File: config.mk
export PLATFORM = sky130hd
export DESIGN_NAME = axis_position_compare_unit
export DESIGN_NICKNAME = d
export VERILOG_FILES = /design/src/shared/axis_pkg.sv /design/src/hw/drive_pulse_gen.sv /design/src/hw/axis_position_compare_unit.sv
export SDC_FILE = /design/constraint.sdc
export NUM_CORES = 1
export LEC_CHECK = 0
export BUFFER_PORTS_ARGS = -buffer_cell sky130_fd_sc_hd__buf_2
export CAP_MARGIN = 0
export CORE_MARGIN = 5
export CORE_UTILIZATION = 65
export DETAILED_ROUTE_END_ITERATION = 10
export PLACE_DENSITY = 0.87
export SYNTH_ARGS = -nofsm -noshare
export SYNTH_HDL_FRONTEND = slang
export SYNTH_HIERARCHICAL = 1
export SYNTH_SLANG_ARGS = --single-unit
File: constraint.sdc
create_clock -name core_clk -period 16.35 [get_ports core_clk]
set_input_delay 4.905 -clock core_clk [delete_from_list [all_inputs] [get_ports core_clk]]
set_output_delay 4.905 -clock core_clk [all_outputs]
set_load 0.1 [all_outputs]
File: src/shared/axis_pkg.sv
/*
 Shared constants, modes and carriers for one motion axis:
 divider, pulse timing, drive states and config/status groups.
 Assumes a single core clock; nothing here holds logic.
*/
package axis_pkg;
   // Core clock and the divided internal tick
   localparam int CORE_CLK_HZ = 40_000_000;
   localparam int SCLK_DIV = 2;
   localparam int SCLK_HZ = CORE_CLK_HZ / SCLK_DIV;
   // Pulse period, in internal ticks
   localparam logic [15:0] MIN_PERIOD = 16'h0002;
   localparam logic [15:0] FRAC_RESET = 16'h0000;
   // Pulses issued during a decelerating stop
   localparam logic [7:0] DECEL_STOP_PULSES = 8'h08;
   // Values after reset, and the one-count step
   localparam logic signed [31:0] COUNT_RESET = 32'sh00000000;
   localparam logic signed [31:0] CMP_RESET = 32'sh00000000;
   localparam logic signed [31:0] COUNT_ONE = 32'sh00000001;

   typedef enum logic [1:0] {
      PH_CONST = 2'b00,
      PH_ACCEL = 2'b01,
      PH_DECEL = 2'b10
   } speed_phase_e;

   typedef enum logic [1:0] {
      DRV_IDLE = 2'b00,
      DRV_RUN = 2'b01,
      DRV_DECEL_STOP = 2'b10
   } drive_state_e;

   typedef enum logic {
      ENC_QUAD = 1'b0,
      ENC_UPDOWN = 1'b1
   } enc_mode_e;

   // Compare and ring configuration
   typedef struct packed {
      logic compare_source_select;
      logic soft_limit_upper_en;
      logic soft_limit_lower_en;
      logic wrap_enable;
   } compare_cfg_s;

   // Home clear configuration for the third stop input
   typedef struct packed {
      logic clear_enable;
      logic stop_input_two_enable;
      logic stop_input_two_level;
   } home_cfg_s;

   // Status flags
   typedef struct packed {
      logic upper_soft_limit_flag;
      logic lower_compare_flag;
      logic upper_compare_flag;
   } status_s;
endpackage

File: src/hw/drive_pulse_gen.sv
/*
 Drive pulse period timer with fractional period mixing and
 phase-dependent duty. Assumes tick is a one-cycle enable at the
 internal rate and that run/abort come from the same clock.
*/
`timescale 1ns/1ps
module drive_pulse_gen (
   // Clock and reset
   input wire logic core_clk,
   input wire logic rstn,
   // Control
   input wire logic tick,
   input wire logic run,
   input wire logic abort,
   input wire logic [15:0] period_int,
   input wire logic [15:0] period_frac,
   input wire axis_pkg::speed_phase_e phase,
   // Pulse
   output logic pulse,
   output logic period_start
);
   logic [15:0] acc_q;
   logic [16:0] seg_q, high_len_q, low_len_q;
   logic pulse_q, busy_q, start_q;
   logic [16:0] sum, period, half, short_part, high_len, low_len;
   logic [15:0] base;
   logic begin_period;

   // Period of the next pulse: integer part plus fraction carry
   always_comb begin
      sum = {1'b0, acc_q} + {1'b0, period_frac};
      base = (period_int < axis_pkg::MIN_PERIOD) ? axis_pkg::MIN_PERIOD : period_int;
      period = {1'b0, base} + {16'h0000, sum[16]};
      half = period >> 1;
      short_part = half - (half >> 1);
      case (phase)
         axis_pkg::PH_ACCEL: low_len = short_part;
         axis_pkg::PH_DECEL: low_len = period - short_part;
         default: low_len = half;
      endcase
      high_len = period - low_len;
   end

   // Periods chain on ticks, so error stays within one tick
   assign begin_period = run && !abort &&
      (!busy_q || (tick && !pulse_q && seg_q == 17'h00000));

   // Segment timer and level
   always_ff @(posedge core_clk) begin
      if (!rstn || abort) begin
         pulse_q <= 1'b0;
         busy_q <= 1'b0;
         seg_q <= 17'h00000;
      end else if (begin_period) begin
         pulse_q <= 1'b1;
         busy_q <= 1'b1;
         seg_q <= high_len - 17'h00001;
      end else if (tick && busy_q) begin
         if (seg_q != 17'h00000) begin
            seg_q <= seg_q - 17'h00001;
         end else if (pulse_q) begin
            pulse_q <= 1'b0;
            seg_q <= low_len_q - 17'h00001;
         end else begin
            busy_q <= 1'b0;
         end
      end
   end

   // Fraction accumulator and captured lengths
   always_ff @(posedge core_clk) begin
      if (!rstn) begin
         acc_q <= axis_pkg::FRAC_RESET;
         high_len_q <= 17'h00000;
         low_len_q <= 17'h00000;
         start_q <= 1'b0;
      end else begin
         start_q <= begin_period;
         if (begin_period) begin
            acc_q <= sum[15:0];
            high_len_q <= high_len;
            low_len_q <= low_len;
         end
      end
   end

   assign pulse = pulse_q;
   assign period_start = start_q;
endmodule

File: src/hw/axis_position_compare_unit.sv
/*
 One axis: internal tick divider, drive pulse control, logical and
 real position counters, compare flags, soft limit, variable ring
 and home clear from the third stop input.
 Assumes host-side strobes are on core_clk; encoder and stop pins
 are asynchronous and are synchronised here.
*/
// Operation
// Pulse period within one internal tick
// Constant speed pulses have equal halves
// Accel shortens low part, decel lengthens
// Internal tick is input clock over two
// Fractional periods mix neighbouring integer lengths
// Logical counter follows output pulse direction
// Real counter from quadrature or up/down
// Signed 32-bit counters, host writable anytime
// Select bit picks compare source counter
// Upper flag when source above upper
// Lower flag when source below lower
// Soft limit exceeded: decel stop, set flag
// Soft limit flag clears below upper value
// Compare registers host writable anytime
// Default full 32-bit wraparound both ways
// Ring: logical to upper, real to lower
// Ring for both counters; disables soft limit
// Home active rise: stop, clear real counter
// Only third stop input clears counter
// Drive below initial speed: constant speed
// Home pulse held long enough by source
// Already active at configuration still clears
// Compare conditions evaluated every cycle
`timescale 1ns/1ps
module axis_position_compare_unit (
   // Clock and reset
   input wire logic core_clk,
   input wire logic rstn,
   // Drive commands
   input wire logic drive_start_pos,
   input wire logic drive_start_neg,
   input wire logic drive_stop,
   input wire logic [15:0] period_int,
   input wire logic [15:0] period_frac,
   input wire axis_pkg::speed_phase_e speed_phase,
   input wire logic [15:0] drive_speed,
   input wire logic [15:0] initial_speed,
   // Host writes
   input wire logic [31:0] host_wr_data,
   input wire logic logical_wr_en,
   input wire logic real_wr_en,
   input wire logic cmp_upper_wr_en,
   input wire logic cmp_lower_wr_en,
   // Configuration
   input wire axis_pkg::compare_cfg_s compare_cfg,
   input wire axis_pkg::home_cfg_s home_cfg,
   input wire axis_pkg::enc_mode_e enc_mode,
   // Field pins
   input wire logic enc_a,
   input wire logic enc_b,
   input wire logic home_stop_input_two,
   // Outputs
   output logic drive_pulse_pos,
   output logic drive_pulse_neg,
   output logic driving,
   output logic signed [31:0] logical_count,
   output logic signed [31:0] real_count,
   output axis_pkg::status_s status
);
   axis_pkg::drive_state_e state_q;
   axis_pkg::speed_phase_e gen_phase;
   axis_pkg::status_s status_q;
   logic sclk_en_q;
   logic dir_q;
   logic [7:0] stop_cnt_q;
   logic pulse_pos_q, pulse_neg_q;
   logic signed [31:0] logical_q, real_q;
   logic signed [31:0] cmp_upper_q, cmp_lower_q;
   logic signed [31:0] sel_val;
   logic [2:0] meta_q, sync_q, prev_q;
   logic home_armed_q;
   logic driving_q;
   logic gen_pulse, gen_start;
   logic enc_up, enc_dn;
   logic home_active, home_cond, home_clear;
   logic soft_active, soft_trip, upper_gt, lower_lt;
   logic gen_run, gen_abort, start_req;

   // Step a counter one place, on a full or variable ring
   function automatic logic signed [31:0] ring_step(
      input logic signed [31:0] v,
      input logic up,
      input logic ring,
      input logic signed [31:0] top);
      logic signed [31:0] r;
      r = up ? v + axis_pkg::COUNT_ONE : v - axis_pkg::COUNT_ONE;
      if (ring && up && v == top) begin
         r = axis_pkg::COUNT_RESET;
      end else if (ring && !up && v == axis_pkg::COUNT_RESET) begin
         r = top;
      end
      return r;
   endfunction

   // Internal tick: one core cycle in two
   always_ff @(posedge core_clk) begin
      if (!rstn) begin
         sclk_en_q <= 1'b0;
      end else begin
         sclk_en_q <= !sclk_en_q;
      end
   end

   // Two-flop synchronisers; prev_q is only for edge decode
   always_ff @(posedge core_clk) begin
      if (!rstn) begin
         meta_q <= 3'h0;
         sync_q <= 3'h0;
         prev_q <= 3'h0;
      end else begin
         meta_q <= {home_stop_input_two, enc_b, enc_a};
         sync_q <= meta_q;
         prev_q <= sync_q;
      end
   end

   // Encoder decode; A leading B counts up
   always_comb begin
      enc_up = 1'b0;
      enc_dn = 1'b0;
      case (enc_mode)
         axis_pkg::ENC_UPDOWN: begin
            enc_up = sync_q[0] && !prev_q[0] && !(sync_q[1] && !prev_q[1]);
            enc_dn = sync_q[1] && !prev_q[1] && !(sync_q[0] && !prev_q[0]);
         end
         default: begin
            if ((sync_q[0] ^ prev_q[0]) ^ (sync_q[1] ^ prev_q[1])) begin
               enc_up = sync_q[0] ^ prev_q[1];
               enc_dn = !(sync_q[0] ^ prev_q[1]);
            end
         end
      endcase
   end

   // Home clear fires on the rise of the armed condition, so an input
   // already active when configured also clears; no filter here, the
   // source must hold the level past the synchroniser delay
   assign home_active = sync_q[2] == home_cfg.stop_input_two_level;
   assign home_cond = home_cfg.clear_enable && home_cfg.stop_input_two_enable
      && home_active;
   assign home_clear = home_cond && !home_armed_q;

   // Remember the armed condition for edge detection
   always_ff @(posedge core_clk) begin
      if (!rstn) begin
         home_armed_q <= 1'b0;
      end else begin
         home_armed_q <= home_cond;
      end
   end

   // Compare source and conditions, every cycle
   assign sel_val = compare_cfg.compare_source_select ? real_q : logical_q;
   assign upper_gt = sel_val > cmp_upper_q;
   assign lower_lt = sel_val < cmp_lower_q;
   // Ring and soft limit share the compare registers
   assign soft_active = compare_cfg.soft_limit_upper_en &&
      compare_cfg.soft_limit_lower_en && !compare_cfg.wrap_enable;
   assign soft_trip = soft_active && upper_gt && state_q == axis_pkg::DRV_RUN;

   // Status flags; a set wins over the automatic clear
   always_ff @(posedge core_clk) begin
      if (!rstn) begin
         status_q <= '0;
      end else begin
         status_q.upper_compare_flag <= upper_gt;
         status_q.lower_compare_flag <= lower_lt;
         if (soft_active && upper_gt && driving) begin
            status_q.upper_soft_limit_flag <= 1'b1;
         end else if (!upper_gt && sel_val != cmp_upper_q) begin
            status_q.upper_soft_limit_flag <= 1'b0;
         end
      end
   end

   // Compare registers, writable at any time
   always_ff @(posedge core_clk) begin
      if (!rstn) begin
         cmp_upper_q <= axis_pkg::CMP_RESET;
         cmp_lower_q <= axis_pkg::CMP_RESET;
      end else begin
         if (cmp_upper_wr_en) begin
            cmp_upper_q <= host_wr_data;
         end
         if (cmp_lower_wr_en) begin
            cmp_lower_q <= host_wr_data;
         end
      end
   end

   // Logical counter follows each issued pulse; host write wins
   always_ff @(posedge core_clk) begin
      if (!rstn) begin
         logical_q <= axis_pkg::COUNT_RESET;
      end else if (logical_wr_en) begin
         logical_q <= host_wr_data;
      end else if (gen_start) begin
         logical_q <= ring_step(logical_q, dir_q, compare_cfg.wrap_enable,
            cmp_upper_q);
      end
   end

   // Real counter; only the third stop input may clear it
   always_ff @(posedge core_clk) begin
      if (!rstn) begin
         real_q <= axis_pkg::COUNT_RESET;
      end else if (home_clear) begin
         real_q <= axis_pkg::COUNT_RESET;
      end else if (real_wr_en) begin
         real_q <= host_wr_data;
      end else if (enc_up || enc_dn) begin
         real_q <= ring_step(real_q, enc_up, compare_cfg.wrap_enable,
            cmp_lower_q);
      end
   end

   // Drive sequencing; home clear and stop end the drive at once
   assign start_req = drive_start_pos || drive_start_neg;
   assign gen_abort = home_clear || drive_stop;
   assign gen_run = state_q != axis_pkg::DRV_IDLE;

   always_ff @(posedge core_clk) begin
      if (!rstn) begin
         state_q <= axis_pkg::DRV_IDLE;
         driving_q <= 1'b0;
         dir_q <= 1'b1;
         stop_cnt_q <= 8'h00;
      end else begin
         case (state_q)
            axis_pkg::DRV_IDLE: begin
               if (start_req && !gen_abort) begin
                  state_q <= axis_pkg::DRV_RUN;
                  driving_q <= 1'b1;
                  dir_q <= drive_start_pos;
               end
            end
            axis_pkg::DRV_RUN: begin
               if (gen_abort) begin
                  state_q <= axis_pkg::DRV_IDLE;
                  driving_q <= 1'b0;
               end else if (soft_trip) begin
                  state_q <= axis_pkg::DRV_DECEL_STOP;
                  stop_cnt_q <= axis_pkg::DECEL_STOP_PULSES;
               end
            end
            axis_pkg::DRV_DECEL_STOP: begin
               if (gen_abort) begin
                  state_q <= axis_pkg::DRV_IDLE;
                  driving_q <= 1'b0;
               end else if (gen_start) begin
                  stop_cnt_q <= stop_cnt_q - 8'h01;
                  if (stop_cnt_q <= 8'h01) begin
                     state_q <= axis_pkg::DRV_IDLE;
                     driving_q <= 1'b0;
                  end
               end
            end
            default: begin
               state_q <= axis_pkg::DRV_IDLE;
               driving_q <= 1'b0;
            end
         endcase
      end
   end

   // Below the initial speed there is no ramp at all
   always_comb begin
      if (drive_speed < initial_speed) begin
         gen_phase = axis_pkg::PH_CONST;
      end else if (state_q == axis_pkg::DRV_DECEL_STOP) begin
         gen_phase = axis_pkg::PH_DECEL;
      end else begin
         gen_phase = speed_phase;
      end
   end

   // Pulse timer, advanced by the internal tick
   drive_pulse_gen u_pulse (
      .core_clk(core_clk),
      .rstn(rstn),
      .tick(sclk_en_q),
      .run(gen_run),
      .abort(gen_abort),
      .period_int(period_int),
      .period_frac(period_frac),
      .phase(gen_phase),
      .pulse(gen_pulse),
      .period_start(gen_start)
   );

   // Steer the pulse to its direction pin; costs one cycle of latency
   always_ff @(posedge core_clk) begin
      if (!rstn) begin
         pulse_pos_q <= 1'b0;
         pulse_neg_q <= 1'b0;
      end else begin
         pulse_pos_q <= gen_pulse && dir_q && !gen_abort;
         pulse_neg_q <= gen_pulse && !dir_q && !gen_abort;
      end
   end

   assign drive_pulse_pos = pulse_pos_q;
   assign drive_pulse_neg = pulse_neg_q;
   assign driving = driving_q; // Mirrors state, kept as its own flop
   assign logical_count = logical_q;
   assign real_count = real_q;
   assign status = status_q;
endmodule

==> results.yml, run 1 <==
timing:
  skew_ps: 24.0
  hold_viol: 0
  worst_slew_pin_slew_ps: 1060
  max_freq_mhz: 77.2
  relSlewSlack: 0.294
  slew_violations: 0
  tns_ps: 0
  fin_crit_sh: 0.792
  setup_viol: 0
  rsz0062_at_grt: "false"
  fin_crit_ps: 12950
cts:
  clock_path_buffers: 3
  cts_hold_buf: 0
  root_buffer: "clkbuf_16"
  clk_pin_slew_ps: 70
  cts_setup_buffers: 0
  clkLatencyLatePin_ps: 540
  cts_tree: "built"
  htree_levels: 1
  cts_buffers: 23
  post_cts_resized: 0
  numClockSinks: 208
die:
  num_rows: 62
  core_area_um2: 28900
  io_pins: 188
  dieArea_um2: 33000
  die_x_um: 182
  die_y_um: 182
  start_util: 0.663
synthesis:
  syn_nets: 2786
  synth-warning-count: 6
  syn_area_per_cell_um2: 7.81
  synth-seq-area-share: 0.218
  yosysMostFrequentCell: "nor2_1"
  synthTopCellsByCount: "nor2_1 (238), a21oi_1 (229), ha_1 (212)"
  async_flop_share: 0
  synth_area_um2: 19100
  synth_edf_count: 0
  synth_area_leaders: "dfxtp_1 (22%), ha_1 (14%), a21oi_1 (6.0%)"
  yosysTopAreaCell: "dfxtp_1"
  synthesis.instances: 2450
  synth_top_cell_area_share: 0.218
  synth_top_flop_cell: "dfxtp_1"
  synth.distinct_cells: 89
  ys_ff_latch: 208
critical_path:
  worst_setup_path_end_kind: "flip-flop"
  cp_max_fo: 6
  r2r_cells: 36
  crit_type: "in -> reg"
  cpMostUsedCell: "ha_1"
  r2r-start: "u_pulse/acc_q[0]$_SDFFE_PN0P_"
  critPathLaunchType: "input port"
  slowest_stage: "o21ai_0"
  crit_required_ps: 16720
  rr_endpoint: "u_pulse/seg_q[16]$_SDFFE_PP0P_"
  cp_slowest_stage_delay_ps: 580
  rrSetupSlack_ps: 7570
  crit_arrival_ps: 13320
layout:
  layout-drive-gt1-share: 0.120
  final_area_um2: 21100
  fillCellCount: 2247
  syn2layout_area_growth_pct: 10.1
  n_antenna_cell: 0
  nets: 2909
place:
  place_area_um2: 20300
  io_buffers: 187
  dp_hpwl_um: 45100
  place_congestion: 1.06
detailed_routing:
  drt_pre_antenna_iters: 8
  first_iter_violations: 1913
  num_vias: 19500
  remaining_drc_errors: 0
  vias_per_cell: 6.55
  wl_per_cell_um: 19.8
  wl_um: 58700
  ant_nets: 0
global_routing:
  grt_pass1_vias: 19100
  grt_pass1_wl_um: 93700
  grt_usage: 0.334
  grt_max_degree: 66
  grt_overflow: 0
  antenna_found_initial: 0
run:
  cap_violations: 0
pwr:
  p_leak_nw: 9.59
  p_per_area_nw_per_um2: 102
  ir_worst_vdd_uv: 75.7
min_path:
  hold_start: "sclk_en_q$_SDFF_PN0_"
  hold-path-endpoint: "sclk_en_q$_SDFF_PN0_"
  hold_depth: 1
  hold_path.class: "reg -> reg"
status:
  status: "finished clean"
per-layer routing:
metal  up-vias  global-route usage  part of all wire
met1      9086               0.388              0.38
met2       963               0.577              0.47
met3       231              0.0472             0.078
li1       9187                   -                 -
met4         0               0.212             0.070
met5         -                   0                 0
final cells by class:
type	count	area (µm²)	share of cell area
multi-input cells	1981	14000	0.664
flip-flops and latches	208	4160	0.198
repair buffers	203	1060	0.0501
clock buffers	28	624	0.0296
inverters	156	586	0.0278
well taps	384	480	0.0228
clock inverters	13	163	0.00772
how the worst max path moves through the flow:
| stage | cells past startpoint | slack (ps) | end | startpoint |
|---|---|---|---|---|
| floorplan | 37 | 4220 | u_pulse/seg_q[16]$_SDFFE_PP0P_ | period_frac[0] |
| global placement | 38 | 3240 | u_pulse/seg_q[16]$_SDFFE_PP0P_ | period_frac[0] |
| detailed placement | 38 | 2990 | u_pulse/seg_q[16]$_SDFFE_PP0P_ | period_frac[0] |
| CTS | 38 | 3500 | u_pulse/seg_q[16]$_SDFFE_PP0P_ | period_frac[0] |
| global route | 37 | 2720 | u_pulse/seg_q[16]$_SDFFE_PP0P_ | period_frac[0] |
| finish | 37 | 3400 | u_pulse/seg_q[16]$_SDFFE_PP0P_ | period_frac[0] |
kinds of logic after synthesis:
family / Yosys count / synth area share
muxes: 109 / 0.0590
adders and majority gates: 218 / 0.145
buffers and inverters: 261 / 0.0527
DFF: 208 / 0.218
AOI/OAI and AO/OA: 730 / 0.248
xor gates and xnor gates: 183 / 0.0844
and+or+nand+nor: 741 / 0.194
power by group:
group	internal, mW	leakage [nW]	switching, mW	total, mW
registers	0.542	1.71	0.0602	0.602
logic	0.370	7.51	0.631	1.00
clock network	0.321	0.379	0.225	0.546
per-stage QoR:
stage | worst slack [ps] | instances | power (mW) | hold WS (ps) | utilization
6_report | 3400 | 2973 | 2.15 | 448 | 0.730
5_1_grt | 2720 | 2973 | 2.26 | 471 | 0.730
4_1_cts | 3500 | 2973 | 2.13 | 445 | 0.730
3_5_place_dp | 2990 | 2932 | 1.58 | 420 | 0.703
3_3_place_gp | 3240 | 2932 | 1.55 | 412 | 0.703
2_1_floorplan | 4220 | 2450 | 1.36 | 398 | -
worst max-delay path, delay by kind of cell:
kind            cells  cell delay (ps)
fa+ha+maj           7             2140
xor+xnor            4              990
compound gates     19             4320
buf+inv             2              160
simple gates        5              790
cell usage in the layout, fill, tap and decap left out, drive strengths merged, types with 23 or more instances in the layout:
cell type	Yosys	layout
o21ai	131	131
mux2	31	31
xor2	74	74
nand4	38	38
ha	212	212
xnor2	108	108
a21o	80	80
nor3	40	40
inv	156	158
nand3	43	43
mux2i	78	78
nor2b	23	23
and2	27	27
a211oi	28	28
o21a	34	34
nand2b	25	25
dfxtp	208	208
clkbuf	80	28
o211ai	23	23
a31oi	28	28
nor2	238	238
buf	25	203
nand2	152	152
nor4	43	43
nor3b	34	34
a21oi	230	230
registers in the layout, summed over array words and instances, names as in the netlist, 2 cells and up:
name	flops
u_pulse/acc_q	16
logical_count	32
sync_q	3
state_q	2
meta_q	3
prev_q	2
cmp_upper_q	32
stop_cnt_q	8
u_pulse/low_len_q	17
cmp_lower_q	32
status	3
u_pulse/seg_q	17
real_count	32
Power figures use the tool's default switching activity.
==> inputs of run 2 (changes only) <==
--- a/config.mk
+++ b/config.mk
@@ -8,9 +8,9 @@
 export BUFFER_PORTS_ARGS = -buffer_cell sky130_fd_sc_hd__buf_2
 export CAP_MARGIN = 0
 export CORE_MARGIN = 5
-export CORE_UTILIZATION = 65
+export CORE_UTILIZATION = 61
 export DETAILED_ROUTE_END_ITERATION = 10
-export PLACE_DENSITY = 0.87
+export PLACE_DENSITY = 0.82
 export SYNTH_ARGS = -nofsm -noshare
 export SYNTH_HDL_FRONTEND = slang
 export SYNTH_HIERARCHICAL = 1
==> constraint.sdc (replaced) <==
create_clock -name core_clk -period 12.85 [get_ports core_clk]
set_input_delay 3.855 -clock core_clk [delete_from_list [all_inputs] [get_ports core_clk]]
set_output_delay 3.855 -clock core_clk [all_outputs]
set_load 0.1 [all_outputs]
==> run 2 against run 1 <==
Worst setup slack worse by 2300 ps. Power is 26% higher. Global-route usage is 1.4 points lower. Hold slack worse by 14 ps. Critical endpoint unchanged. Sequential cell count stayed put. Count of clock-buffer cells in the layout is 4 higher. Critical path type unchanged. Register-to-register slack worse by 3300 ps. Die area is 6.2% higher. Non-clock buffer count stayed put.
==> results.yml, run 2 (synthesized netlist as in run 1, its figures left out) <==
status:
  status: "finished clean"
cts:
  cts_setup_buffers: 0
  numClockSinks: 208
  root_buffer: "clkbuf_16"
  cts_hold_buf: 0
  cts_tree: "built"
  cts_buffers: 24
  post_cts_resized: 0
  clk_pin_slew_ps: 60
  clkLatencyLatePin_ps: 540
  htree_levels: 1
  clock_path_buffers: 3
layout:
  n_antenna_cell: 0
  final_common_cell: "nor2_1"
  regArea_um2: 4160
  nets: 2910
  layout-drive-gt1-share: 0.119
  fillCellCount: 2601
  final_cells: 2986
  syn2layout_area_growth_pct: 9.97
  multiInputGateArea_um2: 14000
  layout_common_cells: "nor2_1 (238), a21oi_1 (229), ha_1 (212)"
pwr:
  p_comb_frac: 0.471
  p_seq_frac: 0.284
  clkPwrFrac: 0.245
  swShare: 0.428
  ir_worst_vdd_uv: 89.5
  power.internal_mw: 1.54
  p_leak_nw: 9.58
  p_sw_mw: 1.15
  power_mw: 2.70
  p_per_area_nw_per_um2: 128
timing:
  rsz0062_at_grt: "false"
  hold_viol: 0
  relSlewSlack: 0.142
  setup_ws_ps: 1110
  max_freq_mhz: 85.2
  fin_crit_ps: 11740
  tns_ps: 0
  fin_crit_sh: 0.914
  worst_slew_pin_slew_ps: 1270
  setup_viol: 0
  skew_ps: 27.4
  slew_violations: 0
place:
  dpl.cell_count: 2944
  dp_hpwl_um: 45500
  io_buffers: 187
  place_congestion: 1.01
  dp_slack_ps: 627
global_routing:
  antenna_found_initial: 0
  grt_overflow: 0
  grt_usage: 0.321
  grt_max_degree: 95
  grt_pass1_vias: 18900
  grt_pass1_wl_um: 95200
critical_path:
  cp_max_fo: 6
  crit_required_ps: 13220
  worst_setup_path_end_kind: "flip-flop"
  cp_slowest_stage_delay_ps: 480
  critPathLaunchType: "input port"
  crit_type: "in -> reg"
  slowest_stage: "fa_1"
  crit_arrival_ps: 12110
  cpMostUsedCell: "ha_1"
min_path:
  hold_path.class: "reg -> reg"
die:
  die_y_um: 187
  die_x_um: 187
  num_rows: 64
  start_util: 0.623
  dieArea_um2: 35000
  io_pins: 188
  core_area_um2: 30700
detailed_routing:
  num_vias: 19400
  wl_um: 59400
  drt_pre_antenna_iters: 6
  wl_per_cell_um: 19.9
  first_iter_violations: 1821
  remaining_drc_errors: 0
  vias_per_cell: 6.48
  ant_nets: 0
run:
  cap_violations: 0
==> run 2: power groups by stage <==
stage / clock network, mW / logic, mW / registers [mW]
2_1_floorplan: 0 / 0.805 / 0.927
3_3_place_gp: 0 / 1.21 / 0.774
3_5_place_dp: 0 / 1.24 / 0.776
4_1_cts: 0.665 / 1.25 / 0.763
5_1_grt: 0.692 / 1.38 / 0.770
6_report: 0.661 / 1.27 / 0.766
==> run 2: path summary, 6_finish.rpt <==
| kind | from | cells after the start | endpoint | slack, ps |
|---|---|---|---|---|
| setup / recovery | period_frac[0] | 38 | u_pulse/seg_q[16]$_SDFFE_PP0P_ | 1110 |
| hold reg to reg | meta_q[1]$_SDFF_PN0_ | 1 | sync_q[1]$_SDFF_PN0_ | 430 |
| setup reg to reg | u_pulse/acc_q[0]$_SDFFE_PN0P_ | 37 | u_pulse/seg_q[16]$_SDFFE_PP0P_ | 4230 |
| hold / removal | meta_q[1]$_SDFF_PN0_ | 1 | sync_q[1]$_SDFF_PN0_ | 430 |
==> run 2: metrics by stage <==
stage / util / hold slack, ps / area [µm²]
2_1_floorplan: - / 398 / 19100
3_3_place_gp: 0.660 / 412 / 20300
3_5_place_dp: 0.660 / 418 / 20300
4_1_cts: 0.685 / 435 / 21100
5_1_grt: 0.685 / 457 / 21100
6_report: 0.685 / 434 / 21100
==> run 2: layer usage <==
layer / vias up / track usage / routed length, µm
met5: - / 0 / 0
met3: 189 / 0.0398 / 4280
li1: 9194 / - / -
met2: 885 / 0.570 / 28600
met1: 9083 / 0.379 / 23200
met4: 0 / 0.165 / 3330
==> run 2: layout make-up <==
type | count | share of cell area
Clock inverter | 10 | 0.00440
Clock buffer | 32 | 0.0314
Timing Repair Buffer | 203 | 0.0502
Sequential cell | 208 | 0.198
Inverter | 156 | 0.0278
Tap cell | 396 | 0.0235
Multi-Input combinational cell | 1981 | 0.665
==> run 2: critical path, delay by kind of cell <==
| kind | cells | cell delay (ps) |
|---|---|---|
| buf+inv | 3 | 230 |
| compound gates | 18 | 3740 |
| fa+ha+maj | 8 | 2580 |
| xor+xnor | 4 | 940 |
| simple gates | 5 | 760 |
==> inputs of run 3 (changes only) <==
--- a/config.mk
+++ b/config.mk
@@ -5,12 +5,13 @@
 export SDC_FILE = /design/constraint.sdc
 export NUM_CORES = 1
 export LEC_CHECK = 0
+export ABC_AREA = 1
 export BUFFER_PORTS_ARGS = -buffer_cell sky130_fd_sc_hd__buf_2
 export CAP_MARGIN = 0
 export CORE_MARGIN = 5
-export CORE_UTILIZATION = 61
+export CORE_UTILIZATION = 62
 export DETAILED_ROUTE_END_ITERATION = 10
-export PLACE_DENSITY = 0.82
+export PLACE_DENSITY = 0.83
 export SYNTH_ARGS = -nofsm -noshare
 export SYNTH_HDL_FRONTEND = slang
 export SYNTH_HIERARCHICAL = 1
==> run 3 against run 2 <==
Synthesized area up 3.6%. Combinational power about the same. Hold slack worse by 12 ps. Routed wire length up 16%. Clock power up 9.5%. Sequential cell count unchanged. Sequential share of layout area down 0.67 points. First-iteration DRC count up 13%. Critical path depth up 8. Fmax up 5.3%. Worst setup slack better by 590 ps. Largest power group unchanged. Critical path type unchanged.
==> results.yml, run 3 <==
detailed_routing:
  remaining_drc_errors: 0
  wl_per_cell_um: 19.0
  vias_per_cell: 6.21
  drt_pre_antenna_iters: 6
  num_vias: 22600
  wl_um: 69000
  ant_nets: 0
  first_iter_violations: 2053
critical_path:
  slowest_stage: "fa_1"
  cp_slowest_stage_delay_ps: 460
  r2r-start: "u_pulse/acc_q[0]$_SDFFE_PN0P_"
  rrSetupSlack_ps: 4820
  critPathLaunchType: "input port"
  cp.buffers_inverters: 5
  cp.depth: 46
  crit_arrival_ps: 11610
  r2r_cells: 45
  rr_endpoint: "u_pulse/seg_q[16]$_SDFFE_PP0P_"
  cpMostUsedCell: "nand2_1"
  crit_required_ps: 13310
  crit_type: "in -> reg"
  path_delay_family: "adder cells"
  cp_max_fo: 6
  worst_setup_path_end_kind: "flip-flop"
layout:
  layout_common_cells: "nand2_1 (596), a21oi_1 (389), inv_1 (366)"
  layout-drive-gt1-share: 0.0965
  fillCellCount: 2861
  nets: 3553
  n_antenna_cell: 0
  syn2layout_area_growth_pct: 9.87
  final_common_cell: "nand2_1"
cts:
  cts_hold_buf: 0
  htree_levels: 1
  clk_pin_slew_ps: 60
  cts_setup_buffers: 0
  cts_buffers: 25
  numClockSinks: 208
  clock_path_buffers: 3
  root_buffer: "clkbuf_16"
  cts_tree: "built"
  post_cts_resized: 0
  clkLatencyLatePin_ps: 540
synthesis:
  synth_top_flop_cell: "dfxtp_1"
  ys_ff_latch: 208
  async_flop_share: 0
  synth.distinct_cells: 69
  synthTopCellsByCount: "nand2_1 (596), a21oi_1 (389), inv_1 (366)"
  synth-seq-area-share: 0.210
  synth_top_cell_area_share: 0.210
  yosysMostFrequentCell: "nand2_1"
  synth_edf_count: 0
  synth_area_leaders: "dfxtp_1 (21%), ha_1 (13%), nand2_1 (11%)"
  synth-warning-count: 6
  synthesis.instances: 3081
  syn_nets: 3417
  yosysTopAreaCell: "dfxtp_1"
  syn_area_per_cell_um2: 6.44
  synth_area_um2: 19800
die:
  dieArea_um2: 35700
  die_x_um: 189
  core_area_um2: 31600
  die_y_um: 189
  io_pins: 188
  start_util: 0.629
  num_rows: 65
run:
  cap_violations: 0
global_routing:
  grt_pass1_wl_um: 108000
  grt_overflow: 0
  grt_max_degree: 70
  antenna_found_initial: 0
  grt_usage: 0.364
  grt_pass1_vias: 21500
timing:
  slew_violations: 0
  max_freq_mhz: 89.7
  setup_viol: 0
  relSlewSlack: 0.276
  skew_ps: 21.7
  worst_slew_pin_slew_ps: 1080
  rsz0062_at_grt: "false"
  tns_ps: 0
  fin_crit_ps: 11150
  fin_crit_sh: 0.868
  hold_viol: 0
min_path:
  hold_start: "meta_q[1]$_SDFF_PN0_"
  hold-path-endpoint: "sync_q[1]$_SDFF_PN0_"
  hold_depth: 2
  hold_path.class: "reg -> reg"
place:
  dp_hpwl_um: 54300
  place_congestion: 1.02
  io_buffers: 187
pwr:
  p_per_area_nw_per_um2: 127
  power_mw: 2.76
  p_leak_nw: 10.6
  ir_worst_vdd_uv: 130
status:
  status: "finished clean"
==> run 3: cell types whose count changed after synthesis, moves of 58 or more <==
cell     previous run  this run
xnor2_1           108        50
o21ai_0           117       281
a21oi_1           229       389
inv_1             156       366
nand3_1            42       208
nand2_1           152       596
mux2i_1            78         0
==> run 3: worst max-delay path by stage <==
stage | startpoint | endpoint | slack [ps]
after floorplan | period_frac[0] | u_pulse/seg_q[16]$_SDFFE_PP0P_ | 2690
after global placement | period_frac[0] | u_pulse/seg_q[16]$_SDFFE_PP0P_ | 1660
after detailed placement | period_frac[0] | u_pulse/seg_q[16]$_SDFFE_PP0P_ | 1410
after CTS | period_frac[0] | u_pulse/seg_q[16]$_SDFFE_PP0P_ | 1890
after global routing | period_frac[0] | u_pulse/seg_q[16]$_SDFFE_PP0P_ | 930
final | period_frac[0] | u_pulse/seg_q[16]$_SDFFE_PP0P_ | 1700
==> run 3: through the flow <==
stage                     hold WS (ps)  setup WS [ps]   util  area [µm²]  cells
after floorplan                    390           2690      -       19800   3081
after global placement             395           1660  0.664       21000   3592
after detailed placement           406           1410  0.664       21000   3592
after CTS                          425           1890  0.691       21800   3636
after global routing               451            934  0.691       21800   3636
final                              421           1700  0.691       21800   3636
==> run 3: cells by family after synthesis <==
group,Yosys count,share of synthesized area
AOI/OAI and AO/OA,868,0.244
and+or+nand+nor,1215,0.268
muxes,2,0.00114
buffers and inverters,465,0.0911
adders and majority gates,218,0.140
DFF,208,0.210
xor gates and xnor gates,105,0.0467
==> run 3: routing by layer <==
metal	track usage	up-vias	part of all wire
met3	0.0549	345	0.082
met5	0	-	0
met4	0.217	0	0.072
li1	-	10800	-
met1	0.414	10300	0.37
met2	0.644	1172	0.48
==> run 3: report_power, final <==
| group | switching, mW | leakage, nW | internal, mW |
|---|---|---|---|
| clock | 0.293 | 0.405 | 0.431 |
| combinational | 0.877 | 8.52 | 0.402 |
| sequential | 0.0673 | 1.71 | 0.690 |
| total | 1.24 | 10.6 | 1.52 |
==> run 3: worst min-delay path: stages, from the launching register on <==
cell     delay (ps)
dfxtp_1         310
nand2_1          50
inv_1            40
==> run 3: final cells by class <==
type,instances,area [µm²],share of cell area
Clock buffer,35,723,0.0332
Clock inverter,9,104,0.00477
Inverter,376,1410,0.0649
Multi-Input combinational cell,2408,13900,0.636
Sequential cell,208,4160,0.191
Tap cell,402,503,0.0231
Timing Repair Buffer,198,1020,0.0467
